**src/shc_pkg.sv**
```systemverilog
// Constants and carrier types shared by the health control register block.
// Assumes the host I/O space decode for the block base is done outside.
`default_nettype none
package shc_pkg;
   // ****************************************************************
   // Register map
   // ****************************************************************
   localparam int          ADDR_W        = 8;
   localparam int          DATA_W        = 16;
   localparam logic [7:0]  CTRL_ONE_OFS  = 8'h08;
   localparam logic [7:0]  CTRL_TWO_OFS  = 8'h0a;
   localparam logic [15:0] CTRL_ONE_RST  = 16'h0000;
   localparam logic [15:0] CTRL_TWO_RST  = 16'h0008;

   // Field positions
   localparam int          HALT_BIT      = 11;
   localparam int          SEND_BIT      = 10;
   localparam int          REDIR_BIT     = 9;
   localparam int          FNMI_BIT      = 8;
   localparam int          ALDIS_BIT     = 3;
   localparam int          INTR_HI       = 2;
   localparam int          INTR_LO       = 1;
   localparam int          LANE_HI       = 1;
   localparam int          LANE_LO       = 0;

   // Intrusion action encodings
   localparam logic [1:0]  INTR_NONE     = 2'h0;
   localparam logic [1:0]  INTR_IRQ      = 2'h1;
   localparam logic [1:0]  INTR_MGMT     = 2'h2;

   // ****************************************************************
   // Types
   // ****************************************************************
   typedef enum logic [1:0] {MSG_IDLE, MSG_SEND} shc_msg_state_t;

   // Host I/O access
   typedef struct packed {
      logic [7:0]  addr;
      logic        wr;
      logic        rd;
      logic [1:0]  be;
      logic [15:0] wdata;
   } shc_io_req_t;

   // Core well state, including the core well control register bits
   typedef struct packed {
      logic           watchdog_halt;
      logic           send_request;
      logic           nmi_redirect_enable;
      logic           forced_nmi;
      shc_msg_state_t msg_state;
      logic           msg_is_sw;
      logic           msg_start;
      logic           msg_sw_event;
      logic           lan_reset;
      logic           nmi_out;
      logic           mgmt_interrupt_n;
      logic           intr_irq;
      logic           reboot_enable;
      logic           count_enable;
      logic           heartbeat_send;
      logic           intrusion_prev;
      logic [15:0]    rdata;
   } shc_core_t;

   // Resume well state
   typedef struct packed {
      logic       alert_pin_disable;
      logic [1:0] intrusion_action;
   } shc_resume_t;
endpackage
`default_nettype wire

```
**src/shc_rst_sync.sv**
```systemverilog
// Two-flop release synchroniser for an active-low asynchronous reset.
// Assumes the reset input may change at any time relative to the clock.
`default_nettype none
module shc_rst_sync (
   input  wire logic clk_sys,
   input  wire logic rst_in_n,
   output logic      rst_out_n
);
   logic [1:0] sync_reg;

   always_ff @(posedge clk_sys or negedge rst_in_n) begin
      if (!rst_in_n) begin
         sync_reg <= 2'h0;
      end else begin
         sync_reg <= {sync_reg[0], 1'b1};
      end
   end

   assign rst_out_n = sync_reg[1];
endmodule
`default_nettype wire

```
**src/shc_health_ctrl.sv**
```systemverilog
// Health control registers: watchdog halt, message request, NMI steering,
// forced NMI, alert pin disable and intrusion action.
// Assumes all inputs but the two resets are synchronous to clk_sys and the base decode is external.
`default_nettype none
module shc_health_ctrl (
   input  wire logic                clk_sys,
   input  wire logic                nrst,
   input  wire logic                resume_reset_n,
   input  wire shc_pkg::shc_io_req_t io_req,
   output logic [15:0]              io_rdata,
   input  wire logic                msg_done,
   input  wire logic                hw_event_req,
   input  wire logic                heartbeat_tick,
   output logic                     msg_start,
   output logic                     msg_sw_event,
   output logic                     heartbeat_send,
   output logic                     lan_reset,
   output logic                     watchdog_count_enable,
   output logic                     reboot_enable,
   input  wire logic                nmi_event,
   input  wire logic                nmi_enable,
   input  wire logic                global_mgmt_irq_enable,
   output logic                     nmi_out,
   output logic                     mgmt_interrupt_n,
   input  wire logic                bus_alert_n,
   output logic                     alert_event,
   output logic                     alert_source_enable,
   input  wire logic                intrusion_active,
   output logic                     intrusion_irq,
   output logic [1:0]               health_irq_route_sel,
   input  wire logic [1:0]          health_irq_route
);
   // ****************************************************************
   // Resets
   // ****************************************************************
   logic core_rst_n;
   logic resume_rst_n;

   shc_rst_sync u_core_rst (
      .clk_sys   (clk_sys),
      .rst_in_n  (nrst),
      .rst_out_n (core_rst_n)
   );

   shc_rst_sync u_resume_rst (
      .clk_sys   (clk_sys),
      .rst_in_n  (resume_reset_n),
      .rst_out_n (resume_rst_n)
   );

   // ****************************************************************
   // Access decode
   // ****************************************************************
   logic wr_one_hi;
   logic wr_two_lo;
   logic rd_one;
   logic rd_two;

   always_comb begin
      wr_one_hi = 1'b0;
      wr_two_lo = 1'b0;
      rd_one    = 1'b0;
      rd_two    = 1'b0;
      if (io_req.addr == shc_pkg::CTRL_ONE_OFS) begin
         wr_one_hi = io_req.wr && io_req.be[shc_pkg::LANE_HI];
         rd_one    = io_req.rd;
      end else if (io_req.addr == shc_pkg::CTRL_TWO_OFS) begin
         wr_two_lo = io_req.wr && io_req.be[shc_pkg::LANE_LO];
         rd_two    = io_req.rd;
      end
   end

   // ****************************************************************
   // Core well state
   // ****************************************************************
   shc_pkg::shc_core_t   c_reg;
   shc_pkg::shc_core_t   c_next;
   shc_pkg::shc_resume_t r_reg;
   shc_pkg::shc_resume_t r_next;
   logic [15:0]          one_view;
   logic [15:0]          two_view;
   logic                 intrusion_rise;

   always_comb begin
      one_view                          = 16'h0000;
      one_view[shc_pkg::HALT_BIT]       = c_reg.watchdog_halt;
      one_view[shc_pkg::SEND_BIT]       = c_reg.send_request;
      one_view[shc_pkg::REDIR_BIT]      = c_reg.nmi_redirect_enable;
      one_view[shc_pkg::FNMI_BIT]       = c_reg.forced_nmi;
      two_view                          = 16'h0000;
      two_view[shc_pkg::ALDIS_BIT]      = r_reg.alert_pin_disable;
      two_view[shc_pkg::INTR_HI:shc_pkg::INTR_LO] = r_reg.intrusion_action;
   end

   assign intrusion_rise = intrusion_active && !c_reg.intrusion_prev;

   always_comb begin
      c_next           = c_reg;
      c_next.msg_start = 1'b0;
      c_next.lan_reset = 1'b0;
      c_next.nmi_out   = 1'b0;
      c_next.intr_irq  = 1'b0;
      c_next.mgmt_interrupt_n = 1'b1;
      c_next.heartbeat_send   = heartbeat_tick;
      c_next.intrusion_prev   = intrusion_active;
      if (wr_one_hi) begin
         c_next.watchdog_halt       = io_req.wdata[shc_pkg::HALT_BIT];
         c_next.nmi_redirect_enable = io_req.wdata[shc_pkg::REDIR_BIT];
         // Writing one takes effect only with no request pending; a pending request is left alone
         if (io_req.wdata[shc_pkg::SEND_BIT] && !c_reg.send_request) begin
            c_next.send_request = 1'b1;
            c_next.lan_reset    = 1'b1;
         end
         if (io_req.wdata[shc_pkg::FNMI_BIT]) begin
            if (c_reg.forced_nmi) begin
               c_next.forced_nmi = 1'b0;
            end else begin
               c_next.forced_nmi = 1'b1;
               c_next.nmi_out    = 1'b1;
            end
         end
      end
      c_next.count_enable  = !c_next.watchdog_halt;
      c_next.reboot_enable = !c_next.watchdog_halt;
      // NMI steering
      if (nmi_event) begin
         if (c_reg.nmi_redirect_enable) begin
            c_next.mgmt_interrupt_n = !(global_mgmt_irq_enable && !nmi_enable);
         end else begin
            c_next.nmi_out = 1'b1;
         end
      end
      // Intrusion action
      if (intrusion_rise) begin
         case (r_reg.intrusion_action)
            shc_pkg::INTR_IRQ:  c_next.intr_irq = 1'b1;
            shc_pkg::INTR_MGMT: c_next.mgmt_interrupt_n = 1'b0;
            default:            c_next.intr_irq = 1'b0;
         endcase
      end
      // Message sender: a halted watchdog holds event messages back
      case (c_reg.msg_state)
         shc_pkg::MSG_IDLE: begin
            if (!c_reg.watchdog_halt) begin
               if (c_reg.send_request) begin
                  c_next.msg_start    = 1'b1;
                  c_next.msg_sw_event = 1'b1;
                  c_next.msg_is_sw    = 1'b1;
                  c_next.msg_state    = shc_pkg::MSG_SEND;
               end else if (hw_event_req) begin
                  c_next.msg_start    = 1'b1;
                  c_next.msg_sw_event = 1'b0;
                  c_next.msg_is_sw    = 1'b0;
                  c_next.msg_state    = shc_pkg::MSG_SEND;
               end
            end
         end
         default: begin
            if (msg_done) begin
               c_next.msg_state = shc_pkg::MSG_IDLE;
               if (c_reg.msg_is_sw) begin
                  c_next.send_request = 1'b0;
               end
            end
         end
      endcase
      c_next.rdata = rd_one ? one_view : (rd_two ? two_view : 16'h0000);
   end

   always_ff @(posedge clk_sys or negedge core_rst_n) begin
      if (!core_rst_n) begin
         c_reg                  <= '0;
         c_reg.watchdog_halt    <= shc_pkg::CTRL_ONE_RST[shc_pkg::HALT_BIT];
         c_reg.count_enable     <= 1'b1;
         c_reg.reboot_enable    <= 1'b1;
         c_reg.mgmt_interrupt_n <= 1'b1;
         c_reg.msg_state        <= shc_pkg::MSG_IDLE;
      end else begin
         c_reg <= c_next;
      end
   end

   // ****************************************************************
   // Resume well state
   // ****************************************************************
   always_comb begin
      r_next = r_reg;
      if (wr_two_lo) begin
         r_next.alert_pin_disable = io_req.wdata[shc_pkg::ALDIS_BIT];
         r_next.intrusion_action  = io_req.wdata[shc_pkg::INTR_HI:shc_pkg::INTR_LO];
      end
   end

   // Alert output kept in the resume domain flop set it is gated by
   logic alert_event_reg;

   always_ff @(posedge clk_sys or negedge resume_rst_n) begin
      if (!resume_rst_n) begin
         r_reg.alert_pin_disable <= shc_pkg::CTRL_TWO_RST[shc_pkg::ALDIS_BIT];
         r_reg.intrusion_action  <= shc_pkg::CTRL_TWO_RST[shc_pkg::INTR_HI:shc_pkg::INTR_LO];
         alert_event_reg         <= 1'b0;
      end else begin
         r_reg           <= r_next;
         alert_event_reg <= !bus_alert_n && !r_next.alert_pin_disable;
      end
   end

   // ****************************************************************
   // Outputs
   // ****************************************************************
   logic [1:0] route_reg;

   always_ff @(posedge clk_sys or negedge core_rst_n) begin
      if (!core_rst_n) begin
         route_reg <= 2'h0;
      end else begin
         route_reg <= health_irq_route;
      end
   end

   assign io_rdata              = c_reg.rdata;
   assign msg_start             = c_reg.msg_start;
   assign msg_sw_event          = c_reg.msg_sw_event;
   assign heartbeat_send        = c_reg.heartbeat_send;
   assign lan_reset             = c_reg.lan_reset;
   assign watchdog_count_enable = c_reg.count_enable;
   assign reboot_enable         = c_reg.reboot_enable;
   assign nmi_out               = c_reg.nmi_out;
   assign mgmt_interrupt_n      = c_reg.mgmt_interrupt_n;
   assign intrusion_irq         = c_reg.intr_irq;
   assign health_irq_route_sel  = route_reg;
   assign alert_event           = alert_event_reg;
   assign alert_source_enable   = !r_reg.alert_pin_disable;
endmodule
`default_nettype wire

```
**config.mk**
```make
export PLATFORM = sky130hd
export DESIGN_NAME = shc_health_ctrl
export DESIGN_NICKNAME = d
export VERILOG_FILES = /design/src/shc_pkg.sv /design/src/shc_rst_sync.sv /design/src/shc_health_ctrl.sv
export SDC_FILE = /design/constraint.sdc
export NUM_CORES = 1
export LEC_CHECK = 0
export BUFFER_PORTS_ARGS = -buffer_cell sky130_fd_sc_hd__buf_2
export CORE_MARGIN = 2
export CORE_UTILIZATION = 43
export DETAILED_ROUTE_END_ITERATION = 6
export PLACE_DENSITY_LB_ADDON = 0.12
export SLEW_MARGIN = 15
export SYNTH_ARGS = -nofsm -noshare
export SYNTH_HDL_FRONTEND = slang
export SYNTH_SLANG_ARGS = --single-unit
```
**constraint.sdc**
```tcl
create_clock -name clk_sys -period 0.95 [get_ports clk_sys]
set_input_delay 0.2375 -clock clk_sys [delete_from_list [all_inputs] [get_ports clk_sys]]
set_output_delay 0.2375 -clock clk_sys [all_outputs]
set_load 0.03 [all_outputs]
```
==> flow_summary.json, run 1 <==
{
  "vias_per_cell": 4.57,
  "vias": 933,
  "critPathKind": "reg2out",
  "yosys.area_share.simple_pct": 14.1,
  "crit_path_top_delay_cell": "dfstp_2",
  "cts_buffers": 5,
  "switching_share_pct": 26.5,
  "tritoncts": "built",
  "synth_cell_types": 23,
  "pwr-share-clk_pct": 28.8,
  "fin_skew_ns": 0.00925,
  "layout_common_cells": "dfrtp_1 (28), buf_2 (28), buf_6 (24), buf_4 (18), conb_1 (11)",
  "area_growth_pct": 53.2,
  "drtIter0Drc": 8,
  "crit_family": "flip-flops",
  "num_rows": 19,
  "intPower_mw": 1.83,
  "seq_area_frac_synth_pct": 62.2,
  "syn_inst": 98,
  "synth_top_family_by_area": "simple AND/OR/NAND/NOR gates",
  "yosys.area_share.xor_xnor_pct": 0.699,
  "path_cells": "inv_2 -> buf_6",
  "cp.arrival_ns": 1.05,
  "io_pins": 70,
  "outcome": "complete, but fails checks",
  "final_cells": 204,
  "post-place-cells": 186,
  "gp_congestion": 0.726,
  "critical_path_buf_inv_count": 2,
  "timing.final.ws_setup_ns": -0.339,
  "wl_per_cell_um": 12.7,
  "dieArea_mm2": 0.00336,
  "p_seq_share_pct": 55.7,
  "synth-compound-area-share_pct": 2.79,
  "yosysWarnings": 0,
  "nNetsFinal": 213,
  "rsz0062_at_grt": "true",
  "gr-usage-all-layers_pct": 17.3,
  "clock_tree.root_cell": "clkbuf_4",
  "grt_pass1_wl_mm": 4.16,
  "slew_violations": 0,
  "grt_start_max_net_pins": 24,
  "critPathMaxFanout": 2,
  "clk_path_buf_depth": 2,
  "p_sw_mw": 0.659,
  "remaining_drc_errors": 0,
  "hold_violations": 0,
  "violations": "negative setup slack",
  "period_minus_slack_ns": 1.29,
  "place_hpwl_mm": 1.82,
  "grt_pass1_vias": 952,
  "max_stage_delay_ns": 0.55,
  "core_mm2": 0.00276,
  "io_buffers": 51,
  "die_x_um": 58.0,
  "ir_drop_v": 0.00109,
  "synth-seq-cells": 31,
  "path_clk_slew_ns": 0.10,
  "start_util_pct": 45.5,
  "setup_violations": 35,
  "drive_gt1_share_pct": 59.0,
  "clock_sinks": 31,
  "power_leakage_nw": 0.980,
  "worstPathRequired_ns": 0.71,
  "drv_cap": 0,
  "antenna_found_initial": 0,
  "critPathCaptureType": "output port",
  "muxShareOfSynthArea_pct": 7.09,
  "start_kind": "register",
  "clk_latency_ns": 0.33,
  "diodes": 0,
  "power_frac_comb_pct": 15.5,
  "final_util_pct": 69.6,
  "fin_crit_sh_pct": 136,
  "clock.fmax_mhz": 776,
  "wl_mm": 2.60,
  "synth_area_mm2": 0.00125,
  "drtAntennaViolNets": 0,
  "synth_fa_ha_area_share_pct": 0,
  "grt.overflow.total": 0,
  "cts_max_level": 2,
  "hold_class": "in2reg",
  "die_y_um": 58.0,
  "pwr_density_cell_mw_per_mm2": 1300,
  "synth_area_per_cell_um2": 12.8,
  "first_pass_iters": 2
}
[worst paths after layout]
path                       cells after the start  slack [ns]               endpoint                      from
max                                            2       -0.34    alert_source_enable                  r_reg[2]
min                                            1        0.01         heartbeat_send            heartbeat_tick
max reg2reg                                    3       -0.10            alert_event                  r_reg[2]
min reg2reg                                    0        0.06            alert_event  u_resume_rst.sync_reg[1]
max in group asynchronous                      1        0.45  watchdog_count_enable    u_core_rst.sync_reg[1]
min in group asynchronous                      0        0.06            alert_event  u_resume_rst.sync_reg[1]
[layer usage]
layer	part of all wire, %	routed length (um)	up-vias	GRT usage, %
li1	-	-	446	-
met1	38	991	436	19.9
met2	51	1330	44	27.8
met3	8.3	215	7	5.58
met4	2.3	59	0	11.0
met5	0	0	-	0
[synth_stat cells]
master    number  area (um^2)
nor4bb_1       1         10.0
nor2_1         6         22.5
nor4_4         1         21.3
nand3_1        3         15.0
nor4b_4        1         23.8
nand2_1        1         3.75
nor3_1         1         5.00
xnor2_1        1         8.76
dfstp_2        3         78.8
buf_4         17          128
nor4b_1        2         17.5
and2_1         5         31.3
mux2_2         7         78.8
and3_2         1         7.51
o21ai_0        3         15.0
nand4_1        3         18.8
inv_1          8         30.0
mux2i_1        1         10.0
dfrtp_1       28          701
o22ai_1        1         6.26
conb_1         2         7.51
a41oi_1        1         8.76
a21oi_1        1         5.00
[power groups by stage]
stage	Sequential, mW	Clock, mW	Combinational [mW]
after detailed placement	1.41	0	0.311
final	1.39	0.718	0.386
after floorplan	1.46	0	0.133
after global routing	1.40	0.797	0.420
after global placement	1.41	0	0.305
after CTS	1.39	0.748	0.373
[metrics by stage]
stage / TNS (ns) / instance area, um^2 / power (mW) / hold slack, ns / setup WS [ns]
after floorplan: -2.17 / 1300 / 1.59 / -0.0581 / -0.284
after global placement: -6.17 / 1570 / 1.71 / 0.0224 / -0.441
after detailed placement: -6.84 / 1570 / 1.72 / 0.0233 / -0.539
after CTS: -4.21 / 1870 / 2.51 / 0.00244 / -0.351
after global routing: -5.80 / 1920 / 2.61 / 0.00117 / -0.376
final: -4.10 / 1920 / 2.49 / 0.0125 / -0.339
[layout make-up]
cell class | instances | area (um^2)
Fill cell | 207 | 837
Sequential cell | 31 | 779
Timing Repair Buffer | 75 | 601
Multi-Input combinational cell | 51 | 422
Clock buffer | 7 | 45.0
Tap cell | 31 | 38.8
Inverter | 8 | 30.0
Clock inverter | 1 | 5.00
[logic make-up after synthesis]
| group | Yosys count |
|---|---|
| AOI/OAI and AO/OA | 6 |
| muxes | 8 |
| and+or+nand+nor | 25 |
| other | 2 |
| xor gates and xnor gates | 1 |
| buffers and inverters | 25 |
| DFF | 31 |
[repair_timing]
| action | CTS | global route |
|---|---|---|
| pin swaps | 8 | 10 |
| endpoints found under the setup margin | 29 | 41 |
| hold endpoints to repair | 5 | 1 |
| buffers inserted | 6 | 1 |
| resized for setup | 52 | 11 |
| gates cloned | 0 | 0 |
| hold buffers | 3 | 1 |
No activity file was read; power rests on OpenSTA's default activity.
==> run 2: changes to the inputs <==
- MAX_ROUTING_LAYER: default -> met4
==> run 2 against run 1 <==
Effect of this change: the run still ends with negative setup slack left; flip-flop and latch count stayed put; utilization down 0.36 points; worst hold slack better by 0.0019 ns; highest routed layer unchanged; global-route usage rose by 0.53 points; critical path type unchanged; critical endpoint unchanged; clock power hardly changed.
==> flow_summary.json, run 2 (same netlist as run 1, synthesis figures left out) <==
{
  "fin_skew_ns": 0.00903,
  "drv_cap": 0,
  "pwr_density_cell_mw_per_mm2": 1300,
  "gp_congestion": 0.735,
  "antenna_found_initial": 0,
  "first_pass_iters": 1,
  "start_util_pct": 45.5,
  "io_buffers": 51,
  "drtAntennaViolNets": 0,
  "tritoncts": "built",
  "final_util_pct": 69.3,
  "hold_violations": 0,
  "area_growth_pct": 52.4,
  "gr-usage-all-layers_pct": 17.8,
  "diodes": 0,
  "num_rows": 19,
  "hold_class": "in2reg",
  "cts_max_level": 2,
  "final_cells": 203,
  "clk_path_buf_depth": 2,
  "core_mm2": 0.00276,
  "grt_pass1_wl_mm": 4.16,
  "timing.final.ws_setup_ns": -0.337,
  "grt_start_max_net_pins": 24,
  "io_pins": 70,
  "rsz0062_at_grt": "true",
  "die_x_um": 58.0,
  "critPathMaxFanout": 2,
  "cp.arrival_ns": 1.05,
  "wl_per_cell_um": 12.8,
  "critPathKind": "reg2out",
  "place_hpwl_mm": 1.82,
  "power_mw": 2.49,
  "remaining_drc_errors": 0,
  "vias": 921,
  "setup_violations": 35,
  "worstPathRequired_ns": 0.71,
  "grt_pass1_vias": 954,
  "drive_gt1_share_pct": 59.3,
  "n_fill_cell": 205,
  "power_leakage_nw": 0.975,
  "grt.overflow.total": 0,
  "outcome": "complete, but fails checks",
  "die_y_um": 58.0,
  "fin_crit_sh_pct": 136,
  "critPathCaptureType": "output port",
  "dieArea_mm2": 0.00336,
  "post-place-cells": 186,
  "nNetsFinal": 212,
  "ir_drop_v": 0.00108,
  "wl_mm": 2.60,
  "period_minus_slack_ns": 1.29,
  "start_kind": "register",
  "clock.fmax_mhz": 777,
  "clock_tree.root_cell": "clkbuf_4",
  "path_clk_slew_ns": 0.10,
  "clock_sinks": 31,
  "vias_per_cell": 4.54,
  "violations": "negative setup slack",
  "clk_latency_ns": 0.33,
  "slew_violations": 0,
  "cts_buffers": 5,
  "layout_common_cells": "dfrtp_1 (28), buf_2 (28), buf_6 (24), buf_4 (18), conb_1 (11)",
  "drtIter0Drc": 0
}
run 2: cell count changes in the layout (fill, tap and decap cells not counted):
cell | previous run | this run
dlygate4sd3_1 | 4 | 3
run 2: power by group:
part | leakage [nW] | internal, mW | total (mW) | switching (mW)
logic | 0.550 | 0.179 | 0.383 | 0.204
registers | 0.396 | 1.36 | 1.39 | 0.0255
clock network | 0.0293 | 0.288 | 0.716 | 0.428
run 2: final timing paths:
check,end,slack [ns],startpoint,depth (start not counted)
max in group asynchronous,watchdog_count_enable,0.45,u_core_rst.sync_reg[1],1
min reg2reg,alert_event,0.06,u_resume_rst.sync_reg[1],0
max reg2reg,alert_event,-0.10,r_reg[2],3
min in group asynchronous,alert_event,0.06,u_resume_rst.sync_reg[1],0
max,alert_source_enable,-0.34,r_reg[2],2
min,health_irq_route_sel[1],0.01,health_irq_route[1],1
run 2: repair_timing:
item	in CTS	in global routing
hold buffers	3	0
setup buffers	6	1
pin swaps	8	10
hold endpoints to repair	5	0
setup endpoints to repair	29	41
gates resized for setup	52	11
run 2: per-layer routing:
layer  wire (um)  track usage [%]  vias to the layer above
met5           0                -                        -
met4          63             11.0                        0
met3         189             4.69                        8
met2        1320             27.8                       41
met1        1020             20.4                      427
li1            -                -                      445
run 2: final cells by class:
type	instances	area, um^2	share of cell area [%]
Clock buffer	7	45.0	2.36
Inverter	8	30.0	1.57
Timing Repair Buffer	74	591	30.9
Sequential cell	31	779	40.8
Multi-Input combinational cell	51	422	22.1
Clock inverter	1	5.00	0.262
Tap cell	31	38.8	2.03
run 2: worst max-delay path: stages, from the launching register on:
cell and delay, ns:
dfstp_2 0.55, inv_2 0.04, buf_6 0.13
run 2: stage by stage:
stage	setup TNS, ns	area (um^2)	setup WS [ns]	hold WS (ns)
6_report	-4.10	1910	-0.337	0.0144
5_1_grt	-5.79	1910	-0.376	0.00000577
4_1_cts	-4.21	1870	-0.351	0.00244
3_5_place_dp	-6.84	1570	-0.539	0.0233
3_3_place_gp	-6.17	1570	-0.441	0.0224
2_1_floorplan	-2.17	1300	-0.284	-0.0581
==> run 3: changes to the inputs <==
- BUFFER_PORTS_ARGS: -buffer_cell sky130_fd_sc_hd__buf_2 -> default
- CORE_UTILIZATION: 43 -> 50
- DONT_BUFFER_PORTS: default -> 1
==> run 3 against run 2 <==
Effect of this change: the flow still finishes with violations (negative setup slack); sequential share of layout area increased by 10 points; critical path depth shrank 1; worst hold slack improved by 0.0013 ns; die area is 13% lower; register-to-register slack worse by 0.09 ns; maximum frequency increased by 2.0%; non-clock buffer count down 48; worst setup slack better by 0.026 ns; sequential power grew 3%; largest cell class unchanged; largest power group unchanged.
==> flow_summary.json, run 3 (same netlist as run 1, synthesis figures left out) <==
{
  "wl_met1_um": 847,
  "grt_pass1_vias": 815,
  "clock_sinks": 31,
  "start_util_pct": 51.5,
  "diodes": 0,
  "critPathCaptureType": "output port",
  "path_cells": "buf_12",
  "clk_path_buf_depth": 2,
  "dp_slack_ns": -0.392,
  "rsz0062_at_grt": "true",
  "drtAntennaViolNets": 0,
  "period_minus_slack_ns": 1.26,
  "wl_met3_um": 275,
  "maxUsedRoutingLayer": "met4",
  "pwr_density_cell_mw_per_mm2": 1540,
  "crit_path_top_delay_cell": "dfstp_2",
  "clock_tree.root_cell": "clkbuf_4",
  "hold_class": "in2reg",
  "gp_congestion": 0.706,
  "drive_gt1_share_pct": 49.2,
  "nNetsFinal": 164,
  "dieArea_mm2": 0.00292,
  "die_y_um": 54.1,
  "power_leakage_nw": 0.720,
  "critical_path_buf_inv_count": 1,
  "timing.final.ws_setup_ns": -0.312,
  "vias_per_cell": 5.00,
  "setup-tns-final_ns": -3.13,
  "grt_start_max_net_pins": 24,
  "max_stage_delay_ns": 0.55,
  "remaining_drc_errors": 0,
  "first_pass_iters": 2,
  "drtIter0Drc": 2,
  "cp.arrival_ns": 1.02,
  "num_rows": 18,
  "die_x_um": 54.1,
  "critPathKind": "reg2out",
  "wl_mm": 2.35,
  "ir_drop_v": 0.00127,
  "start_kind": "register",
  "core_mm2": 0.00243,
  "critPathMaxFanout": 2,
  "path_clk_slew_ns": 0.09,
  "wl_per_cell_um": 15.3,
  "fin_skew_ns": 0.00576,
  "worstPathRequired_ns": 0.71,
  "layout_commonest_cell": "dfrtp_2",
  "hold_violations": 0,
  "place_hpwl_mm": 1.63,
  "vias": 770,
  "drv_cap": 0,
  "met2_length_mm": 1.19,
  "fin_crit_sh_pct": 133,
  "gr-usage-all-layers_pct": 19.3,
  "crit_family": "flip-flops",
  "layout_common_cells": "dfrtp_2 (15), buf_4 (14), dfrtp_1 (13), conb_1 (11), dlygate4sd3_1 (9)",
  "area_growth_pct": 24.9,
  "cts_buffers": 5,
  "io_pins": 70,
  "setup_violations": 23,
  "slew_violations": 0,
  "fin_hold_ws_ns": 0.0157,
  "violations": "negative setup slack",
  "grt.overflow.total": 0,
  "clk_latency_ns": 0.33,
  "io_buffers": 0,
  "antenna_found_initial": 0,
  "grt_pass1_wl_mm": 3.64,
  "tritoncts": "built",
  "outcome": "complete, but fails checks",
  "cts_max_level": 2,
  "clock.fmax_mhz": 793
}
-- run 3: what timing repair did --
item	in CTS	in global routing
setup buffers	4	3
gates resized for setup	19	8
pin swaps	2	2
endpoints found under the hold margin	10	0
hold buffers	9	0
endpoints found under the setup margin	24	29
-- run 3: per-stage QoR --
stage / instances / power [mW] / cell area (um^2) / util [%]
after global placement: 132 / 1.60 / 1310 / 53.8
after CTS: 153 / 2.42 / 1520 / 62.4
after detailed placement: 132 / 1.61 / 1310 / 53.8
after floorplan: 107 / 1.59 / 1300 / -
final: 154 / 2.41 / 1570 / 64.4
after global routing: 154 / 2.53 / 1570 / 64.4
-- run 3: worst reg2reg max path, cell delays in order (launching register included) --
cell and delay, ns:
dfstp_2 0.54, buf_4 0.10, buf_4 0.10, nor2_1 0.04
mux2_4 0.25
-- run 3: layout make-up --
cell class | instances | area (um^2)
clock buffers | 5 | 37.5
well taps | 30 | 37.5
fillers | 197 | 867
multi-input cells | 51 | 404
flip-flops and latches | 31 | 798
inverters | 8 | 30.0
clock inverters | 3 | 20.0
repair buffers | 26 | 238
-- run 3: final timing paths --
| check | startpoint | to | slack [ns] | cells past startpoint |
|---|---|---|---|---|
| max in group asynchronous | u_core_rst.sync_reg[1] | watchdog_count_enable | 0.45 | 1 |
| hold reg to reg | u_resume_rst.sync_reg[1] | r_reg[0] | 0.06 | 0 |
| setup / recovery | watchdog_count_enable | watchdog_count_enable | -0.31 | 1 |
| min in group asynchronous | u_resume_rst.sync_reg[1] | r_reg[0] | 0.06 | 0 |
| hold / removal | msg_done | c_reg[27] | 0.02 | 1 |
| setup reg to reg | r_reg[2] | alert_event | -0.19 | 4 |
-- run 3: where the power goes --
group,internal [mW],switching (mW)
Combinational,0.111,0.122
Sequential,1.37,0.0602
Clock,0.282,0.466
Total,1.76,0.649
-- run 3: per-layer routing --
metal / vias up / GRT usage [%]
met5: - / -
met4: 0 / 7.92
met3: 7 / 10.8
met2: 46 / 31.3
met1: 367 / 19.0
li1: 350 / -
